--- src/scrp_pkg.sv ---
// Constants for the serial configuration register port.
package scrp_pkg;
  localparam int         FRAME_BITS   = 32;
  localparam int         HDR_BITS     = 12;
  localparam int         ADDR_BITS    = 4;
  localparam int         DATA_BITS    = 16;
  localparam logic [11:0] HDR_PATTERN = 12'h001;
  localparam logic [5:0] CNT_RESET    = 6'h00;
  localparam logic [5:0] CNT_LAST     = 6'h1F;
  localparam logic [5:0] CNT_HDR_LAST = 6'h0B;
  // Clock edges the strap needs to cross its synchroniser after reset.
  localparam logic [1:0] STRAP_SETTLE = 2'h2;
  // Register offsets.
  localparam logic [3:0] ADDR_OUT_CFG    = 4'h1;
  localparam logic [3:0] ADDR_I_OFFSET   = 4'h2;
  localparam logic [3:0] ADDR_I_GAIN     = 4'h3;
  localparam logic [3:0] ADDR_Q_OFFSET   = 4'hA;
  localparam logic [3:0] ADDR_Q_GAIN     = 4'hB;
  localparam logic [3:0] ADDR_DES_ENABLE = 4'hD;
  localparam logic [3:0] ADDR_DES_COARSE = 4'hE;
  localparam logic [3:0] ADDR_DES_FINE   = 4'hF;
  // Power-on values.
  localparam logic [15:0] RST_OUT_CFG    = 16'hB2FF;
  localparam logic [15:0] RST_OFFSET     = 16'h007F;
  localparam logic [15:0] RST_GAIN       = 16'h807F;
  localparam logic [15:0] RST_DES_ENABLE = 16'h0000;
  localparam logic [15:0] RST_DES_COARSE = 16'h0000;
  localparam logic [15:0] RST_DES_FINE   = 16'h0000;
  // Configuration field positions.
  localparam int BIT_DUTY_STAB = 12;
  localparam int BIT_DDR_PHASE = 11;
  localparam int BIT_SINGLE    = 10;
  localparam int BIT_SWING     = 9;
  localparam int BIT_EDGE      = 8;
endpackage : scrp_pkg

--- src/scrp_port.sv ---
// Serial configuration register port with its eight write-only registers.
// Notes on behaviour
// - Serial port is accepted only in extended control mode; ignored otherwise.
// - One data bit captured per rising serial clock edge while selected.
// - Frame is exactly 32 bits, most significant bit first.
// - First 12 bits are eleven zeros then a one.
// - Header is followed by 4 address bits and 16 data bits.
// - Address decodes 1,2,3,A,B,D,E,F; others reserved.
// - Next frame may start at bit 33 without deselect.
// - Eight write-only registers, no read-back, inert in normal mode.
// - Configuration bit 12 enables duty-cycle stabilizer, resets to one.
// - Bit 11 chooses double-rate clock phase, resets to zero.
// - Bit 10 clear selects double rate, set single rate; resets zero.
// - Bit 9 set standard swing, clear reduced; resets to one.
// - Bit 8 picks single-rate data edge; resets to zero.
// - Power-on loads configuration 0xB2FF and documented defaults elsewhere.
`timescale 1ns/1ns
`default_nettype none

module scrp_port (
  // Clock, reset and enable
  input  wire logic        clk,
  input  wire logic        rst,
  input  wire logic        ce,
  // Serial link pins
  input  wire logic        ser_clk,
  input  wire logic        ser_sel_n,
  input  wire logic        ser_din,
  // Mode strap and normal-mode pins
  input  wire logic        extended_ctrl_strap,
  input  wire logic        single_rate_pin,
  input  wire logic        edge_select_pin,
  input  wire logic        swing_select_pin,
  // Effective output controls
  output logic             duty_stabilizer_en,
  output logic             ddr_phase_sel,
  output logic             single_rate_sel,
  output logic             out_swing_sel,
  output logic             out_edge_sel,
  // Analog trim values
  output logic [15:0]      i_offset_word,
  output logic [15:0]      i_gain_word,
  output logic [15:0]      q_offset_word,
  output logic [15:0]      q_gain_word,
  output logic [15:0]      des_enable_word,
  output logic [15:0]      des_coarse_word,
  output logic [15:0]      des_fine_word,
  // Frame status
  output logic             frame_done,
  output logic             frame_error
);

  // Two-stage synchronisers for the serial pins and the strap; the normal-mode pins pass through three stages.
  logic [1:0] sclk_sync_reg;
  logic [1:0] sel_sync_reg;
  logic [1:0] din_sync_reg;
  logic [1:0] strap_sync_reg;
  logic [1:0] pins_meta_reg [3];
  logic [2:0] pins_sync_reg;
  logic       sclk_prev_reg;
  logic       ext_mode_reg;
  logic       strap_taken_reg;
  logic [1:0] strap_age_reg;

  always_ff @(posedge clk or posedge rst) begin
    if (rst) begin
      sclk_sync_reg  <= 2'h0;
      sel_sync_reg   <= 2'h3;
      din_sync_reg   <= 2'h0;
      strap_sync_reg <= 2'h0;
      sclk_prev_reg  <= 1'b0;
    end else if (ce) begin
      sclk_sync_reg  <= {sclk_sync_reg[0], ser_clk};
      sel_sync_reg   <= {sel_sync_reg[0], ser_sel_n};
      din_sync_reg   <= {din_sync_reg[0], ser_din};
      strap_sync_reg <= {strap_sync_reg[0], extended_ctrl_strap};
      sclk_prev_reg  <= sclk_sync_reg[1];
    end
  end

  always_ff @(posedge clk or posedge rst) begin
    if (rst) begin
      for (int i = 0; i < 3; i++) begin
        pins_meta_reg[i] <= 2'h0;
      end
      pins_sync_reg <= 3'h0;
    end else if (ce) begin
      pins_meta_reg[0] <= {pins_meta_reg[0][0], single_rate_pin};
      pins_meta_reg[1] <= {pins_meta_reg[1][0], edge_select_pin};
      pins_meta_reg[2] <= {pins_meta_reg[2][0], swing_select_pin};
      pins_sync_reg    <= {pins_meta_reg[2][1], pins_meta_reg[1][1], pins_meta_reg[0][1]};
    end
  end

  // The strap is a fixed selection, so it is caught once after reset and held.
  // Capture waits until the synchroniser holds the pin, not its reset value.
  always_ff @(posedge clk or posedge rst) begin
    if (rst) begin
      ext_mode_reg    <= 1'b0;
      strap_taken_reg <= 1'b0;
      strap_age_reg   <= 2'h0;
    end else if (ce && !strap_taken_reg) begin
      if (strap_age_reg == scrp_pkg::STRAP_SETTLE) begin
        ext_mode_reg    <= strap_sync_reg[1];
        strap_taken_reg <= 1'b1;
      end else begin
        strap_age_reg <= strap_age_reg + 2'h1;
      end
    end
  end

  logic sclk_rise;
  logic selected;
  assign sclk_rise = sclk_sync_reg[1] & ~sclk_prev_reg;
  assign selected  = ~sel_sync_reg[1] & ext_mode_reg;

  // Frame shifter.
  logic [5:0]  bit_cnt_reg;
  logic [30:0] shift_reg;
  logic        hdr_bad_reg;
  logic        wr_pulse_reg;
  logic [3:0]  wr_addr_reg;
  logic [15:0] wr_data_reg;
  logic        hdr_bad_next;
  logic [31:0] frame_word;

  // Header bit expected at a given position of the first twelve.
  function automatic logic hdr_bit(input logic [5:0] pos);
    hdr_bit = scrp_pkg::HDR_PATTERN[4'(scrp_pkg::CNT_HDR_LAST - pos)];
  endfunction

  assign frame_word = {shift_reg, din_sync_reg[1]};

  always_comb begin
    hdr_bad_next = hdr_bad_reg;
    if (bit_cnt_reg == scrp_pkg::CNT_RESET) begin
      hdr_bad_next = 1'b0;
    end
    if (bit_cnt_reg <= scrp_pkg::CNT_HDR_LAST && din_sync_reg[1] != hdr_bit(bit_cnt_reg)) begin
      hdr_bad_next = 1'b1;
    end
  end

  always_ff @(posedge clk or posedge rst) begin
    if (rst) begin
      bit_cnt_reg  <= scrp_pkg::CNT_RESET;
      shift_reg    <= 31'h00000000;
      hdr_bad_reg  <= 1'b0;
      wr_pulse_reg <= 1'b0;
      wr_addr_reg  <= 4'h0;
      wr_data_reg  <= 16'h0000;
      frame_done   <= 1'b0;
      frame_error  <= 1'b0;
    end else if (ce) begin
      wr_pulse_reg <= 1'b0;
      frame_done   <= 1'b0;
      frame_error  <= 1'b0;
      if (!selected) begin
        // Early deselect drops a partial frame.
        if (bit_cnt_reg != scrp_pkg::CNT_RESET) begin
          frame_error <= 1'b1;
        end
        bit_cnt_reg <= scrp_pkg::CNT_RESET;
        hdr_bad_reg <= 1'b0;
      end else if (sclk_rise) begin
        shift_reg   <= frame_word[30:0];
        hdr_bad_reg <= hdr_bad_next;
        if (bit_cnt_reg == scrp_pkg::CNT_LAST) begin
          bit_cnt_reg <= scrp_pkg::CNT_RESET;
          frame_done  <= ~hdr_bad_next;
          frame_error <= hdr_bad_next;
          wr_pulse_reg <= ~hdr_bad_next;
          wr_addr_reg <= frame_word[19:16];
          wr_data_reg <= frame_word[15:0];
        end else begin
          bit_cnt_reg <= bit_cnt_reg + 6'h01;
        end
      end
    end
  end

  // Write-only register bank; no path reads these back.
  logic [15:0] cfg_reg;

  always_ff @(posedge clk or posedge rst) begin
    if (rst) begin
      cfg_reg         <= scrp_pkg::RST_OUT_CFG;
      i_offset_word   <= scrp_pkg::RST_OFFSET;
      i_gain_word     <= scrp_pkg::RST_GAIN;
      q_offset_word   <= scrp_pkg::RST_OFFSET;
      q_gain_word     <= scrp_pkg::RST_GAIN;
      des_enable_word <= scrp_pkg::RST_DES_ENABLE;
      des_coarse_word <= scrp_pkg::RST_DES_COARSE;
      des_fine_word   <= scrp_pkg::RST_DES_FINE;
    end else if (ce && wr_pulse_reg) begin
      unique case (wr_addr_reg)
        scrp_pkg::ADDR_OUT_CFG:    cfg_reg         <= wr_data_reg;
        scrp_pkg::ADDR_I_OFFSET:   i_offset_word   <= wr_data_reg;
        scrp_pkg::ADDR_I_GAIN:     i_gain_word     <= wr_data_reg;
        scrp_pkg::ADDR_Q_OFFSET:   q_offset_word   <= wr_data_reg;
        scrp_pkg::ADDR_Q_GAIN:     q_gain_word     <= wr_data_reg;
        scrp_pkg::ADDR_DES_ENABLE: des_enable_word <= wr_data_reg;
        scrp_pkg::ADDR_DES_COARSE: des_coarse_word <= wr_data_reg;
        scrp_pkg::ADDR_DES_FINE:   des_fine_word   <= wr_data_reg;
        default: ;
      endcase
    end
  end

  // Effective controls: register bits in extended mode, pins in normal mode.
  // Normal mode has no duty stabilizer control and only zero DDR phase.
  always_ff @(posedge clk or posedge rst) begin
    if (rst) begin
      duty_stabilizer_en <= 1'b1;
      ddr_phase_sel      <= 1'b0;
      single_rate_sel    <= 1'b0;
      out_swing_sel      <= 1'b1;
      out_edge_sel       <= 1'b0;
    end else if (ce) begin
      if (ext_mode_reg) begin
        duty_stabilizer_en <= cfg_reg[scrp_pkg::BIT_DUTY_STAB];
        ddr_phase_sel      <= ~cfg_reg[scrp_pkg::BIT_SINGLE] & cfg_reg[scrp_pkg::BIT_DDR_PHASE];
        single_rate_sel    <= cfg_reg[scrp_pkg::BIT_SINGLE];
        out_swing_sel      <= cfg_reg[scrp_pkg::BIT_SWING];
        out_edge_sel       <= cfg_reg[scrp_pkg::BIT_EDGE];
      end else begin
        duty_stabilizer_en <= 1'b1;
        ddr_phase_sel      <= 1'b0;
        single_rate_sel    <= pins_sync_reg[0];
        out_edge_sel       <= pins_sync_reg[1];
        out_swing_sel      <= pins_sync_reg[2];
      end
    end
  end

endmodule : scrp_port

`default_nettype wire

--- config.mk ---
export PLATFORM = sky130hd
export DESIGN_NAME = scrp_port
export DESIGN_NICKNAME = d
export VERILOG_FILES = /design/src/scrp_pkg.sv /design/src/scrp_port.sv
export SDC_FILE = /design/constraint.sdc
export NUM_CORES = 1
export LEC_CHECK = 0
export ABC_AREA = 0
export BUFFER_PORTS_ARGS = -buffer_cell sky130_fd_sc_hd__buf_4
export CORE_MARGIN = 2
export CORE_UTILIZATION = 27
export DETAILED_ROUTE_END_ITERATION = 10
export PLACE_DENSITY = 0.51
export SLEW_MARGIN = 15
export SYNTH_ARGS = -nofsm -noshare
export SYNTH_HDL_FRONTEND = slang
export SYNTH_SLANG_ARGS = --single-unit
--- constraint.sdc ---
create_clock -name clk -period 7.2 [get_ports clk]
set_input_delay 1.44 -clock clk [delete_from_list [all_inputs] [get_ports clk]]
set_output_delay 1.44 -clock clk [all_outputs]
set_load 0.02 [all_outputs]
# ---- After elaboration in Yosys (flattened, before gate mapping)
# Memory sizes are Yosys's and may differ from the RTL's.
# Index checks and enable logic that the tools add are counted.
dict set report word_totals {
  register_bits 200
  input_bits 10
  wordCells 97
  n_memories 1
  rom_bits 16
  out_inout_bits 119
}
# memory depth width rd rd_ports_with_merged_regs wr line_no
set mem_list {}
lappend mem_list {{(no name shown)} 16 1 1 0 0 scrp_port.sv:129} ;# hdr_bit = scrp_pkg::HDR_PATTERN[4'(scrp_pkg::CNT_HDR_LAST - pos)];
dict set report classes {
  n_addsub 3
  order_cmp 2
  n_mux 20
  n_eq_ne 12
  n_reduce_logical 19
  bitwise 8
}
# op n
set op_table {}
lappend op_table {{2-bit AND reduction} 11}
lappend op_table {{4-bit equality test (second input constant)} 5}
lappend op_table {{6-bit two-way mux} 3}
lappend op_table {{1-bit two-way mux} 17}
lappend op_table {{4-bit by 2-bit equality test with 1-bit output (second input constant)} 2}
lappend op_table {{6-bit by 1-bit adder with 6-bit output (second input constant)} 1}
lappend op_table {{6-bit by 5-bit equality test with 1-bit output (second input constant)} 1}
lappend op_table {{6-bit by 4-bit less-or-equal comparator with 1-bit output (second input constant)} 1}
lappend op_table {{6-bit logical NOT} 1}
lappend op_table {{6-bit nonzero test} 1}
lappend op_table {{4-bit by 5-bit < comparator with 1-bit output (second input constant)} 1}
lappend op_table {{1-bit inverter} 5}
lappend op_table {{4-bit by 1-bit equality test with 1-bit output (second input constant)} 1}
lappend op_table {{4-bit AND reduction} 1}
lappend op_table {{4-bit subtractor (first input constant)} 1}
lappend op_table {{1-bit AND} 3}
lappend op_table {{1-bit logical AND} 3}
lappend op_table {{3-bit AND reduction} 1}
lappend op_table {{2-bit by 1-bit adder with 2-bit output (second input constant)} 1}
lappend op_table {{2-bit equality test (second input constant)} 1}
lappend op_table {{2-bit inequality test (second input constant)} 1}
lappend op_table {{1-bit logical NOT} 1}
lappend op_table {{1-bit inequality test} 1}

# ---- Depth between registers and ports, before layout
# Gate-level depths: netlist (run 1).
dict set report depth {
  depth_word 10
  ltp_mapped 7
  depth_no_buf 6
}

# ---- Worst setup path before layout (run 1)
# OpenSTA, ideal clock, no wires.
dict set report synth_timing {
  path_type {input -> register}
  from {in ce}
  to {reg des_enable_word[0]}
  path_slack_ns 4.557
  setup_ns 0.125
  t_required_ns 7.075
  arrival_ns 2.518
  path_buffers 1
  cell_stages 4
  path_cell_list {nand4_1 > nor3b_2 > buf_4 > mux2_2}
}
dict set report synth_via {
  elab_chain_len 2
}
# item line_no
set synth_lines {}
lappend synth_lines {{from (decl)} scrp_port.sv:24} ;# input wire logic ce,
lappend synth_lines {{1-bit logical AND} scrp_port.sv:195} ;# end else if (ce && wr_pulse_reg) begin
lappend synth_lines {{2-bit AND reduction (no source line)} --}
lappend synth_lines {{to (signal assigned)} scrp_port.sv:192} ;# des_enable_word <= scrp_pkg::RST_DES_ENABLE;
lappend synth_lines {{to (signal assigned)} scrp_port.sv:202} ;# scrp_pkg::ADDR_DES_ENABLE: des_enable_word <= wr_data_reg;
lappend synth_lines {{to (decl)} scrp_port.sv:45} ;# output logic [15:0] des_enable_word,
# No other way between the ends.
# A chain may end at the register's enable or synchronous reset.

# ---- Final worst setup path (run 1)
dict set report layout_timing {
  from {in ce}
  to {reg i_offset_word[12]}
}
dict set report layout_via {
  elab_chain_len 2
}
# item line_no
set layout_lines {}
lappend layout_lines {{1-bit logical AND} scrp_port.sv:195}
lappend layout_lines {{2-bit AND reduction (no source line)} --}
lappend layout_lines {{to (signal assigned)} scrp_port.sv:188} ;# i_offset_word <= scrp_pkg::RST_OFFSET;
lappend layout_lines {{to (signal assigned)} scrp_port.sv:198} ;# scrp_pkg::ADDR_I_OFFSET: i_offset_word <= wr_data_reg;
lappend layout_lines {{to (decl)} scrp_port.sv:41} ;# output logic [15:0] i_offset_word,
# No other way between the ends.

==> impl_metrics.ini, run 1 <==
[placed_design]
io_buffer_count = 128
place_ws_ps = 3520
post-dp-hpwl_microns = 12000
gp_congestion = 0.748

[pwr]
p_seq_share_pct = 51.4
powerDensity_nw_per_um2 = 234
p_switching_uw = 534
ir_drop_uv = 169
p_clk_share_pct = 43.4
p_sw_share_pct = 23.9
power_frac_comb_pct = 5.2
intPower_uw = 1700
p_leak_uw = 0.00475

[setup_path]
crit_chain = buf_4 > nor2b_1 > nand3_1 > mux2_2
crit_buf_inv = 1
crit_family = simple AND/OR/NAND/NOR gates
startpoint_type = input pin
cp-end-kind = flip-flop
critPathKind = in2reg
crit_required_ps = 7510
slowest_stage = nand3_1
path_max_fanout = 41
cp.arrival_ps = 3520
critical_path.max_stage_delay_ps = 800

[die]
die_area_sq_um = 29400
fp-row-count = 61
chipHeight_microns = 172
die_w_microns = 172
initial_core_util_pct = 27.4
top_level_ports = 129
core-area_sq_um = 27700

[sta]
final.setup.tns_ps = 0
fin_skew_ps = 12.8
worst_slack_ps = 3990
hold_viol_final = 0
fmax_mhz = 311
slew_headroom_pct = 23.4
worst_pin_slew_ps = 1150
fin_crit_sh_pct = 44.6
drv_slew = 0
fin_crit_ps = 3210
setup_viol = 0
rsz0062_at_grt = no

[worst_hold_path]
min_path_type = reg2reg

[finish]
num_antenna_cells = 0
fin_nets = 662
final_cell_mix = 156 x dfrtp_1, 147 x mux2_2, 131 x buf_4, 67 x nand2_1, 36 x dfstp_2
drive_gt1_share_pct = 55.6
syn2layout_area_growth_pct = 26.0
layout_commonest_cell = dfrtp_1
largest_reg_flops = 19

[synthesis]
synth_nets = 533
avgSynthCellArea_sq_um = 14.7
synth_seq_area_share_pct = 63.9
ys_ff_latch = 192
ys_types = 45
synth_edf_count = 0
async_reset_ff_share_pct = 100
postSynthCellCount = 516
ys_warn_count = 0
synth_area_sq_um = 7580
synthFlopType = dfrtp_1

[clocking]
cts.hold.buffers_added = 0
htree_levels = 4
cts-root-buf = clkbuf_16
cts_tree = built
clock_sinks = 192
cts_buffer_depth = 2
cts_setup_buffers = 0
clkSlewWorstSetupHoldPaths_ps = 80
cts_made_buffers = 17
cts_resized = 0
clk_latency_ps = 430

[detailed_routing]
first_pass_iters = 4
drt-total-wl_microns = 17500
drt-initial-drc-count = 253
routed_via_density = 4.31
drc = 0
wire_per_inst_microns = 16.9
ant_nets = 0
vias = 4469

[job]
cap_viol_max_count = 0

[global_route]
grt_pass1_vias = 4753
antenna_found_initial = 0
grt_pass1_wl_microns = 27900
globalRouteOverflowTotal = 0
grt_max_degree = 124
grt_use_total_pct = 12.5

[outcome]
status = finished clean
per-layer routing:
layer / track usage [%] / wire length (microns) / vias to the layer above
li1: - / - / 2046
met1: 15.9 / 7710 / 2313
met2: 21.0 / 8770 / 93
met3: 3.38 / 865 / 17
met4: 3.43 / 206 / 0
met5: 0 / 0 / -
power by group through the flow:
stage | combinational [uW] | sequential, uW | clock, uW
after floorplan | 84.9 | 1160 | 0
after global placement | 115 | 1170 | 0
after detailed placement | 120 | 1170 | 0
after CTS | 120 | 1150 | 1000
after global routing | 132 | 1160 | 1050
final | 116 | 1150 | 971
synthesized netlist by cell type (3+ instances only):
library cell / number / share of area, %
a21o_1: 3 / 0.30
a21oi_1: 4 / 0.26
buf_1: 3 / 0.15
buf_2: 10 / 0.66
buf_4: 3 / 0.30
clkbuf_1: 3 / 0.15
dfrtp_1: 156 / 51
dfstp_2: 36 / 12
ha_1: 7 / 1.2
inv_1: 8 / 0.40
mux2_2: 147 / 22
mux2_4: 9 / 1.8
mux2i_1: 4 / 0.53
nand2_1: 67 / 3.3
nand3_1: 4 / 0.26
nand4_1: 3 / 0.25
nor2_1: 5 / 0.25
nor2b_1: 6 / 0.50
o21ai_0: 4 / 0.26
final timing paths:
path	end	slack (ps)	depth (start not counted)	from
max in group asynchronous	des_enable_word[5]	4580	3	rst
worst min register to register	strap_taken_reg	490	1	strap_taken_reg
worst max-delay path	i_offset_word[12]	3990	4	ce
worst min-delay path	strap_taken_reg	490	1	strap_taken_reg
min in group asynchronous	q_offset_word[8]	1160	2	rst
worst max register to register	wr_data_reg[1]	4790	4	ext_mode_reg
cells by family (layout without fill, tap and decap cells):
| family | count (synthesis) | in the layout | share of synthesized area (%) |
|---|---|---|---|
| DFF | 192 | 192 | 63.9 |
| AOI/OAI and AO/OA | 21 | 21 | 1.86 |
| adders and majority gates | 7 | 7 | 1.15 |
| muxes | 160 | 160 | 24.1 |
| xor gates and xnor gates | 3 | 3 | 0.347 |
| and+or+nand+nor | 104 | 104 | 6.55 |
| buffers and inverters | 29 | 171 | 2.00 |
cell type report:
| class | count | area (sq um) |
|---|---|---|
| clock inverter | 14 | 173 |
| sequential | 192 | 4850 |
| multi-input combinational | 295 | 2600 |
| tap | 378 | 473 |
| timing repair buffer | 131 | 983 |
| fill | 2733 | 18200 |
| clock buffer | 18 | 439 |
| inverter | 8 | 37.5 |
metrics by stage:
step / util, % / cells / area [sq um] / power (uW) / hold WS [ps]
after floorplan: - / 516 / 7580 / 1250 / 433
after global placement: 32.3 / 1004 / 8940 / 1280 / 443
after detailed placement: 32.3 / 1004 / 8940 / 1290 / 477
after CTS: 34.5 / 1036 / 9550 / 2270 / 492
after global routing: 34.5 / 1036 / 9550 / 2340 / 512
final: 34.5 / 1036 / 9550 / 2240 / 491
Power figures use the tool's default switching activity.
==> run 2, diff against run 1 <==
--- a/config.mk
+++ b/config.mk
@@ -10,7 +10,7 @@
 export CORE_MARGIN = 2
 export CORE_UTILIZATION = 27
 export DETAILED_ROUTE_END_ITERATION = 10
-export PLACE_DENSITY = 0.51
+export PLACE_DENSITY = 0.53
 export SLEW_MARGIN = 15
 export SYNTH_ARGS = -nofsm -noshare
 export SYNTH_HDL_FRONTEND = slang
==> constraint.sdc (replaced) <==
create_clock -name clk -period 2.7 [get_ports clk]
set_input_delay 0.54 -clock clk [delete_from_list [all_inputs] [get_ports clk]]
set_output_delay 0.54 -clock clk [all_outputs]
set_load 0.02 [all_outputs]
==> impl_metrics.ini, run 2 (same netlist as run 1, synthesis figures left out) <==
[setup_path]
rr_worst_depth = 4
reg2reg_slack_ps = 640
cp-end-kind = flip-flop
critPathLaunch = bit_cnt_reg[3]
r2r-start = bit_cnt_reg[3]
path_max_fanout = 15
endpoint = wr_data_reg[10]
critical_path.max_stage_delay_ps = 680
cp.arrival_ps = 2370
crit_chain = ha_1 > nand4b_1 > or2_1 > mux2_2
r2r-end = wr_data_reg[10]
crit_required_ps = 3010
critPathKind = reg2reg
startpoint_type = flip-flop
slowest_stage = or2_1

[finish]
num_antenna_cells = 0
fin_nets = 671
drive_gt1_share_pct = 55.9
layout_commonest_cell = dfrtp_1
syn2layout_area_growth_pct = 27.8
largest_reg_flops = 19
utilization_pct = 35.0
n_fill_cell = 2670
final_cell_mix = 156 x dfrtp_1, 147 x mux2_2, 134 x buf_4, 67 x nand2_1, 36 x dfstp_2

[detailed_routing]
drc = 0
first_pass_iters = 4
drt-total-wl_microns = 16900
ant_nets = 0
vias = 4465
routed_via_density = 4.27
drt-initial-drc-count = 223
wire_per_inst_microns = 16.1

[clocking]
clkSlewWorstSetupHoldPaths_ps = 70
cts-root-buf = clkbuf_16
cts_made_buffers = 17
cts.hold.buffers_added = 0
cts_setup_buffers = 0
clk_latency_ps = 430
htree_levels = 4
cts_tree = built
cts_resized = 0
cts_buffer_depth = 2
clock_sinks = 192

[die]
top_level_ports = 129
die_area_sq_um = 29400
die_w_microns = 172
fp-row-count = 61
chipHeight_microns = 172
core-area_sq_um = 27700
initial_core_util_pct = 27.4

[pwr]
powerDensity_nw_per_um2 = 617
ir_drop_uv = 429
p_leak_uw = 0.00481

[global_route]
globalRouteOverflowTotal = 0
grt_pass1_vias = 4645
grt_use_total_pct = 11.8
grt_pass1_wl_microns = 26200
grt_max_degree = 146
antenna_found_initial = 0

[sta]
worst_pin_slew_ps = 838
fmax_mhz = 486
fin_crit_sh_pct = 76.3
setup_viol = 0
fin_crit_ps = 2060
hold_slack_ps = 331
drv_slew = 0
hold_viol_final = 0
slew_headroom_pct = 44.1
fin_skew_ps = 8.98
rsz0062_at_grt = no

[job]
cap_viol_max_count = 0

[worst_hold_path]
min_path_type = in2async

[placed_design]
post-dp-hpwl_microns = 11900
gp_congestion = 0.737
io_buffer_count = 128

[outcome]
status = finished clean
[run 2: area by class of cell]
type,instances,area [sq um],share of cell area [%]
sequential,192,4850,50.1
inverter,8,33.8,0.349
clock buffer,19,433,4.47
timing repair buffer,140,1130,11.6
tap,378,473,4.88
multi-input combinational,295,2600,26.8
clock inverter,13,176,1.82
[run 2: worst max-delay path, delay by kind of cell (launching register included)]
family,cells,cell delay (ps)
fa+ha+maj,1,250
mux,1,410
flops,1,440
simple gates,2,830
[run 2: worst min-delay path by stage]
stage / from / to / slack, ps / depth (start not counted)
after floorplan: strap_taken_reg / strap_taken_reg / 430 / 1
after global placement: strap_taken_reg / strap_taken_reg / 440 / 1
after detailed placement: strap_taken_reg / strap_taken_reg / 460 / 1
after CTS: extended_ctrl_strap / strap_sync_reg[0] / 310 / 2
after global routing: extended_ctrl_strap / strap_sync_reg[0] / 310 / 2
final: rst / i_offset_word[8] / 330 / 3
[run 2: stage by stage]
step | setup WS (ps) | total power [uW] | setup TNS (ps) | cell area [sq um] | std cells
CTS | 606 | 6070 | 0 | 9690 | 1045
global placement | 617 | 3420 | 0 | 9080 | 1013
global route | 500 | 6250 | 0 | 9690 | 1045
finish | 641 | 5980 | 0 | 9690 | 1045
detailed placement | 602 | 3440 | 0 | 9080 | 1013
floorplan | -287 | 3330 | -44780 | 7590 | 516
[run 2: routing by layer]
layer	GRT usage, %	part of all wire, %
met4	4.27	1.5
met1	14.7	45
met5	0	0
met2	19.8	49
met3	3.06	4.7
[run 2: power breakdown]
group	leakage (uW)	switching, uW	internal (uW)
logic	0.00202	177	140
registers	0.00250	77.5	2980
clock network	0.000292	1120	1480
